**src/design/otp_wiper_regs.svh**
```systemverilog
// Purpose: constants for the fuse-backed wiper setting control
// Assumes: 100 MHz clock, 10 ns period
// Notes: fuse burn time is counted in clock cycles
`ifndef OTP_WIPER_REGS_SVH
`define OTP_WIPER_REGS_SVH
`define WIPER_MIDSCALE 8'h80
`define WIPER_RESET_CODE 8'h80
`define CLK_PERIOD_NS 10
`define FUSE_BURN_MS 400
`define FUSE_BURN_CYCLES ((`FUSE_BURN_MS * 1000000) / `CLK_PERIOD_NS)
`endif

```
**src/design/otp_wiper_pkg.sv**
```systemverilog
// Purpose: types for the fuse-backed wiper setting control
// Assumes: nothing
// Notes: state is one packed struct
package otp_wiper_pkg;
  typedef enum logic [3:0] {
    ST_LOAD = 4'h1,
    ST_RUN = 4'h2,
    ST_BURN = 4'h4,
    ST_DONE = 4'h8
  } ctl_state_type;

  typedef struct packed {
    logic fuse_status_high;
    logic fuse_status_low;
  } status_type;

  typedef struct packed {
    ctl_state_type state;
    logic [7:0] wiper;
    logic [31:0] burn_cnt;
    logic burn_req;
    logic [7:0] burn_code;
    status_type status;
    logic burn_used;
  } ctl_type;
endpackage

```
**src/design/tap_decoder.sv**
```systemverilog
// Purpose: decode the wiper code into one of 256 tap selects
// Assumes: code is registered upstream
// Notes: select comes out of a register
`timescale 1ns/1ps
`include "otp_wiper_regs.svh"
module tap_decoder import otp_wiper_pkg::*; #(
  parameter int TAPS = 256
) (
  input wire logic i_clk,
  input wire logic i_rst,
  input wire logic [$clog2(TAPS)-1:0] i_code,
  output logic [TAPS-1:0] o_tap_sel
);
  localparam int CW = $clog2(TAPS);
  if (TAPS != 256) begin : g_bad_taps
    $error("tap_decoder serves 256 taps only");
  end
  logic [TAPS-1:0] sel_reg;
  logic [TAPS-1:0] sel_next;
  // ==========================================================
  // one bit per tap, code zero is the b end
  genvar g;
  generate
    for (g = 0; g < TAPS; g++) begin : g_tap
      assign sel_next[g] = (i_code == CW'(g)); // [RL8] [RL9]
    end
  endgenerate
  always_ff @(posedge i_clk) begin
    if (i_rst) begin
      sel_reg <= TAPS'(1) << `WIPER_RESET_CODE;
    end else begin
      sel_reg <= sel_next;
    end
  end
  assign o_tap_sel = sel_reg;
  // ==========================================================
  // checks
  property p_tap_one_hot;
    @(posedge i_clk) disable iff (i_rst) $onehot(o_tap_sel);
  endproperty
  a_tap_one_hot: assert property (p_tap_one_hot) else $error("tap select not one-hot"); // [RL8]
  property p_tap_match;
    @(posedge i_clk) disable iff (i_rst)
      !$past(i_rst) |-> o_tap_sel == (TAPS'(1) << $past(i_code));
  endproperty
  a_tap_match: assert property (p_tap_match) else $error("tap select off code"); // [RL9]
endmodule

```
**src/design/otp_wiper_ctl.sv**
```systemverilog
// Summary of operation
// RL1 - unprogrammed fuses: wiper loads midscale 128 at every power-on
// RL2 - programmed fuses: wiper comes up at the stored setting
// RL3 - programming request bit with valid command burns current wiper into fuses
// RL4 - two readable validation bits report programming status
// RL5 - controller should read validation bits after each programming attempt
// RL6 - controller issues fuse burn only once; retries are not reliable
// RL7 - after burn, fuse latches are enabled at every later power-on
// RL8 - 8-bit wiper code decodes to exactly one of 256 taps
// RL9 - code zero is the b terminal; each increment one tap up
// RL10 - burn takes about 400 ms before status is meaningful
// RL11 - after programming, wiper writes still act until next power-on
// RL12 - before programming, wiper writes are unlimited and immediate
//
// Purpose: wiper latch, power-on preset and fuse programming control
// Assumes: i_rst is the power-on reset; fuses live outside as plain pins
// Notes: fuse array is read through i_fuse_*, burned through o_fuse_*
`timescale 1ns/1ps
`include "otp_wiper_regs.svh"
module otp_wiper_ctl import otp_wiper_pkg::*; #(
  parameter int WIDTH = 8,
  parameter int BURN_CYCLES = `FUSE_BURN_CYCLES
) (
  input wire logic i_clk,
  input wire logic i_rst,
  input wire logic i_wr_valid,
  input wire logic [WIDTH-1:0] i_wr_code,
  input wire logic i_prog_req,
  input wire logic i_fuse_blown,
  input wire logic [WIDTH-1:0] i_fuse_code,
  input wire logic i_fuse_ok,
  output logic [WIDTH-1:0] o_wiper_code_latch,
  output logic o_fuse_status_high,
  output logic o_fuse_status_low,
  output logic o_fuse_burn,
  output logic [WIDTH-1:0] o_fuse_burn_code,
  output logic o_busy,
  output logic [(1<<WIDTH)-1:0] o_tap_sel
);
  if (WIDTH != 8) begin : g_bad_width
    $error("wiper width must be 8");
  end
  if (BURN_CYCLES < 1) begin : g_bad_burn
    $error("burn count must be positive");
  end

  ctl_type st_reg;
  ctl_type st_next;

  // ==========================================================
  // next state
  always_comb begin
    st_next = st_reg;
    unique case (st_reg.state)
      ST_LOAD: begin
        // fuse latches enabled once at power-up
        if (i_fuse_blown) begin
          st_next.wiper = i_fuse_code; // [RL2] [RL7]
          st_next.status = '{fuse_status_high: 1'b1, fuse_status_low: i_fuse_ok}; // [RL4]
          st_next.burn_used = 1'b1;
        end else begin
          st_next.wiper = `WIPER_MIDSCALE; // [RL1]
        end
        st_next.state = ST_RUN;
      end
      ST_RUN: begin
        if (i_wr_valid) begin
          st_next.wiper = i_wr_code; // [RL11] [RL12]
        end
        if (i_prog_req && !st_reg.burn_used) begin
          st_next.burn_code = i_wr_valid ? i_wr_code : st_reg.wiper; // [RL3]
          st_next.burn_req = 1'b1;
          st_next.burn_cnt = 32'(BURN_CYCLES - 1);
          st_next.burn_used = 1'b1; // [RL6]
          st_next.state = ST_BURN;
        end
      end
      ST_BURN: begin
        if (i_wr_valid) begin
          st_next.wiper = i_wr_code;
        end
        if (st_reg.burn_cnt == 32'h0) begin
          st_next.burn_req = 1'b0; // [RL10]
          st_next.status = '{fuse_status_high: 1'b1, fuse_status_low: i_fuse_ok}; // [RL4] [RL5]
          st_next.state = ST_DONE;
        end else begin
          st_next.burn_cnt = st_reg.burn_cnt - 32'h1;
        end
      end
      ST_DONE: begin
        if (i_wr_valid) begin
          st_next.wiper = i_wr_code; // [RL11]
        end
      end
      default: st_next.state = ST_LOAD;
    endcase
  end

  always_ff @(posedge i_clk) begin
    if (i_rst) begin
      st_reg.state <= ST_LOAD;
      st_reg.wiper <= `WIPER_RESET_CODE;
      st_reg.burn_cnt <= 32'h0;
      st_reg.burn_req <= 1'b0;
      st_reg.burn_code <= 8'h00;
      st_reg.status <= '0;
      st_reg.burn_used <= 1'b0;
    end else begin
      st_reg <= st_next;
    end
  end

  // ==========================================================
  // outputs
  assign o_wiper_code_latch = st_reg.wiper;
  assign o_fuse_status_high = st_reg.status.fuse_status_high;
  assign o_fuse_status_low = st_reg.status.fuse_status_low;
  assign o_fuse_burn = st_reg.burn_req;
  assign o_fuse_burn_code = st_reg.burn_code;
  // burn request flop is high exactly while burning
  assign o_busy = st_reg.burn_req;

  tap_decoder #(
    .TAPS(1 << WIDTH)
  ) u_tap (
    .i_clk(i_clk),
    .i_rst(i_rst),
    .i_code(st_reg.wiper),
    .o_tap_sel(o_tap_sel)
  );

  // ==========================================================
  // checks
  property p_mid_preset;
    @(posedge i_clk) disable iff (i_rst)
      (st_reg.state == ST_LOAD && !i_fuse_blown) |=> o_wiper_code_latch == `WIPER_MIDSCALE;
  endproperty
  a_mid_preset: assert property (p_mid_preset) else $error("no midscale preset"); // [RL1]

  property p_fuse_load;
    @(posedge i_clk) disable iff (i_rst)
      (st_reg.state == ST_LOAD && i_fuse_blown) |=>
        (o_wiper_code_latch == $past(i_fuse_code) && o_fuse_status_high);
  endproperty
  a_fuse_load: assert property (p_fuse_load) else $error("stored setting not loaded"); // [RL2]

  property p_burn_start;
    @(posedge i_clk) disable iff (i_rst)
      (st_reg.state == ST_RUN && i_prog_req && !st_reg.burn_used && !i_wr_valid) |=>
        (o_fuse_burn && o_fuse_burn_code == $past(o_wiper_code_latch));
  endproperty
  a_burn_start: assert property (p_burn_start) else $error("burn not started"); // [RL3]

  property p_status_after;
    @(posedge i_clk) disable iff (i_rst)
      $fell(o_fuse_burn) |-> o_fuse_status_high && o_fuse_status_low == $past(i_fuse_ok);
  endproperty
  a_status_after: assert property (p_status_after) else $error("status not reported"); // [RL4]

  property p_once;
    @(posedge i_clk) disable iff (i_rst)
      st_reg.burn_used |=> !$rose(o_fuse_burn);
  endproperty
  a_once: assert property (p_once) else $error("second burn issued"); // [RL6]

  property p_burn_len;
    @(posedge i_clk) disable iff (i_rst)
      (st_reg.state == ST_BURN) |-> st_reg.burn_cnt < 32'(BURN_CYCLES);
  endproperty
  a_burn_len: assert property (p_burn_len) else $error("burn count out of range"); // [RL10]

  property p_write_done;
    @(posedge i_clk) disable iff (i_rst)
      (st_reg.state == ST_DONE && i_wr_valid) |=> o_wiper_code_latch == $past(i_wr_code);
  endproperty
  a_write_done: assert property (p_write_done) else $error("write lost after burn"); // [RL11]

  property p_write_run;
    @(posedge i_clk) disable iff (i_rst)
      (st_reg.state == ST_RUN && i_wr_valid) |=> o_wiper_code_latch == $past(i_wr_code) ##1
        o_tap_sel[$past(i_wr_code, 2)];
  endproperty
  a_write_run: assert property (p_write_run) else $error("write not applied"); // [RL12]

  property p_tap_follow;
    @(posedge i_clk) disable iff (i_rst)
      !$past(i_rst) |-> $onehot(o_tap_sel) && o_tap_sel[$past(o_wiper_code_latch)];
  endproperty
  a_tap_follow: assert property (p_tap_follow) else $error("tap lags wrong"); // [RL8] [RL9]

  property p_prog_refused;
    @(posedge i_clk) disable iff (i_rst)
      (i_prog_req && st_reg.burn_used && !o_fuse_burn) |=> !o_fuse_burn;
  endproperty
  a_prog_refused: assert property (p_prog_refused) else $error("refused burn issued"); // [RL6]

  property p_status_hold;
    @(posedge i_clk) disable iff (i_rst)
      o_fuse_status_high |=> o_fuse_status_high && $stable(o_fuse_status_low);
  endproperty
  a_status_hold: assert property (p_status_hold) else $error("status changed"); // [RL4]

  property p_status_clear;
    @(posedge i_clk) disable iff (i_rst)
      (st_reg.state == ST_LOAD && !i_fuse_blown) |=> !o_fuse_status_high && !o_fuse_status_low;
  endproperty
  a_status_clear: assert property (p_status_clear) else $error("status set early"); // [RL4]

  property p_load_once;
    @(posedge i_clk) disable iff (i_rst)
      (st_reg.state == ST_LOAD) |=> (st_reg.state == ST_RUN);
  endproperty
  a_load_once: assert property (p_load_once) else $error("load not single"); // [RL7]

  property p_burn_code_hold;
    @(posedge i_clk) disable iff (i_rst)
      o_fuse_burn |=> $stable(o_fuse_burn_code);
  endproperty
  a_burn_code_hold: assert property (p_burn_code_hold) else $error("burn code moved"); // [RL3]

  c_burn: cover property (@(posedge i_clk) disable iff (i_rst) $fell(o_fuse_burn));
  c_fuse_up: cover property (@(posedge i_clk) disable iff (i_rst)
    st_reg.state == ST_LOAD && i_fuse_blown);
  c_write: cover property (@(posedge i_clk) disable iff (i_rst)
    st_reg.state == ST_DONE && i_wr_valid);
  c_refused: cover property (@(posedge i_clk) disable iff (i_rst)
    i_prog_req && st_reg.burn_used);
endmodule

```
**config.mk**
```make
export PLATFORM = sky130hd
export DESIGN_NAME = otp_wiper_ctl
export DESIGN_NICKNAME = d
export VERILOG_FILES = /design/src/design/otp_wiper_pkg.sv /design/src/design/tap_decoder.sv /design/src/design/otp_wiper_ctl.sv
export VERILOG_INCLUDE_DIRS = /design/src /design/src/design
export SDC_FILE = /design/constraint.sdc
export NUM_CORES = 1
export LEC_CHECK = 0
export ABC_AREA = 0
export BUFFER_PORTS_ARGS = -buffer_cell sky130_fd_sc_hd__buf_4
export CAP_MARGIN = 40
export CORE_MARGIN = 2
export CORE_UTILIZATION = 51
export DETAILED_ROUTE_END_ITERATION = 16
export HOLD_SLACK_MARGIN = 0.02
export PLACE_DENSITY = 0.84
export REMOVE_ABC_BUFFERS = 1
export SLEW_MARGIN = 40
export SYNTH_ARGS = -nofsm -noshare
export SYNTH_HDL_FRONTEND = slang
export SYNTH_HIERARCHICAL = 1
export SYNTH_SLANG_ARGS = --single-unit
```
**constraint.sdc**
```tcl
create_clock -name i_clk -period 2.93 [get_ports i_clk]
set_clock_uncertainty 0.15 [all_clocks]
set_input_delay 0.586 -clock i_clk [delete_from_list [all_inputs] [get_ports i_clk]]
set_output_delay 0.586 -clock i_clk [all_outputs]
set_load 0.01 [all_outputs]
```
==> results.py <==
metrics = {
    "route": {
        "detailroute.via_count": 8503,
        "drtIter0Drc": 686,
        "detail_route.wirelength_mm": 30.75,
        "wl_per_cell_um": 20.85,
        "detail_route.first_pass.iterations": 5,
        "drcViolationCount": 0,
        "route.detailed.vias_per_inst": 5.765,
        "ant_nets": 0,
    },
    "sta": {
        "max_slew_headroom": 0.4265,
        "finalSetupTns_ns": 0,
        "tightestPinTransition_ns": 0.8603,
        "setup_viol_count_final": 0,
        "setup_slack_ns": 0.4227,
        "report.final.hold_viol_count": 0,
        "final.min_clock_period_ns": 2.507,
        "rsz0062_at_grt": "false",
        "timing.fmax_mhz": 398.8,
        "final_min_period_over_clock_period": 0.8557,
        "final.hold.worst_slack_ns": 0.1516,
        "final_max_slew_viol_count": 0,
    },
    "synthesis": {
        "synth_flop_cell": "sky130_fd_sc_hd__dfxtp_1",
        "share_of_the_synthesized_area_in_compound_gates_ao_oa_aoi_oai": 0.05933,
        "synth_seq_cells": 312,
        "yosys.area_share.xor_xnor": 0.0008671,
        "post_synth_and_or_nand_nor_area_fraction": 0.2368,
        "asyncSetResetFlopFracSynth": 0,
        "syn_area_um2": 10100,
        "synth-seq-area-share": 0.6184,
        "synth-warning-count": 6,
        "synthAdderAreaFrac": 0.001239,
        "synth_cell_type_count": 59,
        "number_of_synthesized_flops_with_an_enable_pin": 0,
        "combinational_family_with_the_most_area_after_synthesis": "simple AND/OR/NAND/NOR gates",
        "synth.mux.area_fraction": 0.01672,
        "postSynthCellCount": 966,
        "syn_area_per_cell_um2": 10.46,
    },
    "setup_path": {
        "r2r.worst_path.cells": 7,
        "timing.critical_path.slowest_cell_delay_ns": 0.46,
        "crit_path_max_delay_cell_type": "sky130_fd_sc_hd__or4_1",
        "crit-reg2reg-capture": "st_reg[40]",
        "setup_crit_end_kind": "flop",
        "timing.critical_path.to": "st_reg[40]",
        "critical_path_required_ns": 3.25,
        "path_buf_inv": 1,
        "cp.depth": 7,
        "critPathMaxFanout": 6,
        "crit_path_cell_trace": "inv_1 > ha_1 > nor3b_1 > and4_1 > nand4_1 > or4_1 > a21oi_1",
        "worst_setup_sp_type": "flop",
        "launching_instance_or_port_of_the_critical_path": "st_reg[13]",
        "regToRegSetupSlack_ns": 0.42,
        "worstSetupPathType": "reg -> reg",
        "rr_startpoint": "st_reg[13]",
        "critical_path_arrival_ns": 2.83,
        "cp_top_family": "simple AND/OR/NAND/NOR gates",
    },
    "cells_and_area": {
        "largest_register_ff_count": 256,
        "antenna_cells": 0,
        "layout.core_utilization": 0.6812,
        "layout-drive-gt1-share": 0.3397,
        "fin_nets": 1215,
        "area_growth_syn_to_layout_pct": 31.25,
    },
    "floorplan": {
        "die_y_um": 144.7,
        "io_pins": 298,
        "die_area_um2": 20950,
        "core-area_um2": 19460,
        "die_w_um": 144.7,
        "num_rows": 51,
        "start_util": 0.5190,
    },
    "global_routing": {
        "grt_max_degree": 65,
        "grt_antenna_before_repair": 0,
        "first_global_vias": 8001,
        "grt_pass1_wl_mm": 45.63,
        "global_route.usage.total": 0.2758,
        "globalRouteOverflowTotal": 0,
    },
    "min_path": {
        "worstHoldPathType": "in -> reg",
        "worst_hold_start": "i_fuse_code[3]",
    },
    "clocking": {
        "postCtsResizedCells": 0,
        "clock_sinks": 312,
        "cts.clk_slew.worst_paths_ns": 0.06,
        "total_number_of_h_tree_levels": 1,
        "clock_tree.buffer_depth": 3,
        "hold_buffers": 0,
        "post-cts-setup-buffers": 0,
        "insertion_delay_ns": 0.55,
        "cts_root_buf": "sky130_fd_sc_hd__clkbuf_16",
        "cts_inserted_buffers": 30,
        "tritoncts": "done",
    },
    "power": {
        "vdd_drop_max_uv": 377.8,
        "total_power_mw": 9.155,
        "power.static_leakage_nw": 5.379,
        "p_per_area_nw_per_um2": 690.5,
    },
    "run_status": {
        "outcome": "finished clean",
    },
    "placed_design": {
        "dpl_worst_slack_ns": 0.4354,
        "gpl.final_weighted_congestion": 0.9055,
        "post-dp-hpwl_mm": 18.93,
        "portBuffers": 297,
    },
    "run": {
        "timing.max_cap.violations": 0,
    },
}
[per-layer routing]
layer / track usage / share of wire
met5: 0 / 0
met3: 0.05660 / 0.082
met2: 0.4764 / 0.50
met1: 0.3385 / 0.38
met4: 0.1094 / 0.038
[cell usage after synthesis, drive strengths merged, types with 2 or more instances]
master	n	area [µm²]
a211oi	2	15.01
a21oi	23	115.1
a222oi	7	70.07
a311oi	7	61.31
a31oi	6	37.54
and2	2	12.51
and3	7	43.79
buf	67	444.2
clkbuf	55	206.5
dfxtp	312	6246
inv	6	22.52
mux2	7	78.83
mux2i	9	90.09
nand2	13	48.80
nand2b	7	43.79
nand3	4	20.02
nand3b	3	22.52
nand4	7	43.79
nand4b	7	61.31
nand4bb	6	67.56
nor2	42	157.7
nor2b	3	18.77
nor3	274	1478
nor4	11	68.82
o21a	4	30.03
o21ai	11	55.05
o31a	2	17.52
o31ai	10	75.07
o41ai	4	35.03
or2	4	25.03
or3	9	61.31
or3b	3	26.28
or4	12	97.59
or4b	5	53.80
[cell families after synthesis]
kind of cell    Yosys count
simple gates            423
fa+ha+maj                 1
xor+xnor                  1
buf+inv                 128
compound gates           85
mux                      16
flops                   312
[where the power goes]
part / internal, mW / switching, mW / leakage, nW / total, mW
logic: 0.297 / 0.642 / 2.38 / 0.940
registers: 4.30 / 0.104 / 2.52 / 4.41
clock network: 2.23 / 1.58 / 0.482 / 3.81
total: 6.83 / 2.32 / 5.38 / 9.15
[stage by stage]
step,cells,instance area [µm²]
2_1_floorplan,844,9450
3_3_place_gp,1424,12220
4_1_cts,1474,13220
5_1_grt,1475,13260
3_5_place_dp,1424,12230
6_report,1475,13260
[how the worst min path moves through the flow]
| stage | to | slack (ns) | cells after the start |
|---|---|---|---|
| 2_1_floorplan | st_reg[28] | 0.30 | 2 |
| 3_3_place_gp | o_fuse_status_high | 0.32 | 2 |
| 3_5_place_dp | o_fuse_status_high | 0.32 | 2 |
| 4_1_cts | o_wiper_code_latch[3] | 0.14 | 3 |
| 5_1_grt | o_wiper_code_latch[7] | 0.14 | 3 |
| 6_report | o_wiper_code_latch[3] | 0.15 | 3 |
[tightest hold or removal path, delay by kind of cell]
kind                   cells  cell delay [ns]
AND/OR/NAND/NOR            1             0.08
buffers and inverters      1             0.08
AO/OA/AOI/OAI              1             0.07
[layout by cell type, fill, tap and decap left out, types with 7 or more instances in the layout]
cell type	instances
sky130_fd_sc_hd__nor3_2	19
sky130_fd_sc_hd__dfxtp_1	311
sky130_fd_sc_hd__a311oi_1	7
sky130_fd_sc_hd__mux2i_1	9
sky130_fd_sc_hd__nand4b_1	7
sky130_fd_sc_hd__buf_4	311
sky130_fd_sc_hd__nand2_1	12
sky130_fd_sc_hd__or4_1	10
sky130_fd_sc_hd__nor4_1	10
sky130_fd_sc_hd__nor2_1	42
sky130_fd_sc_hd__o21ai_0	11
sky130_fd_sc_hd__nand4_1	7
sky130_fd_sc_hd__o31ai_1	10
sky130_fd_sc_hd__mux2_2	7
sky130_fd_sc_hd__nor3_1	254
sky130_fd_sc_hd__clkbuf_16	30
sky130_fd_sc_hd__or3_1	7
sky130_fd_sc_hd__and3_1	7
sky130_fd_sc_hd__clkbuf_8	11
sky130_fd_sc_hd__a222oi_1	7
sky130_fd_sc_hd__a21oi_1	23
[final cells by class]
| cell class | count | area, µm² |
|---|---|---|
| well taps | 265 | 331.6 |
| clock buffers | 44 | 913.4 |
| inverters | 6 | 22.52 |
| repair buffers | 316 | 2442 |
| fillers | 1342 | 6205 |
| flip-flops and latches | 312 | 6247 |
| clock inverters | 6 | 78.83 |
| multi-input cells | 526 | 3222 |
No activity file was read; power rests on OpenSTA's default activity.
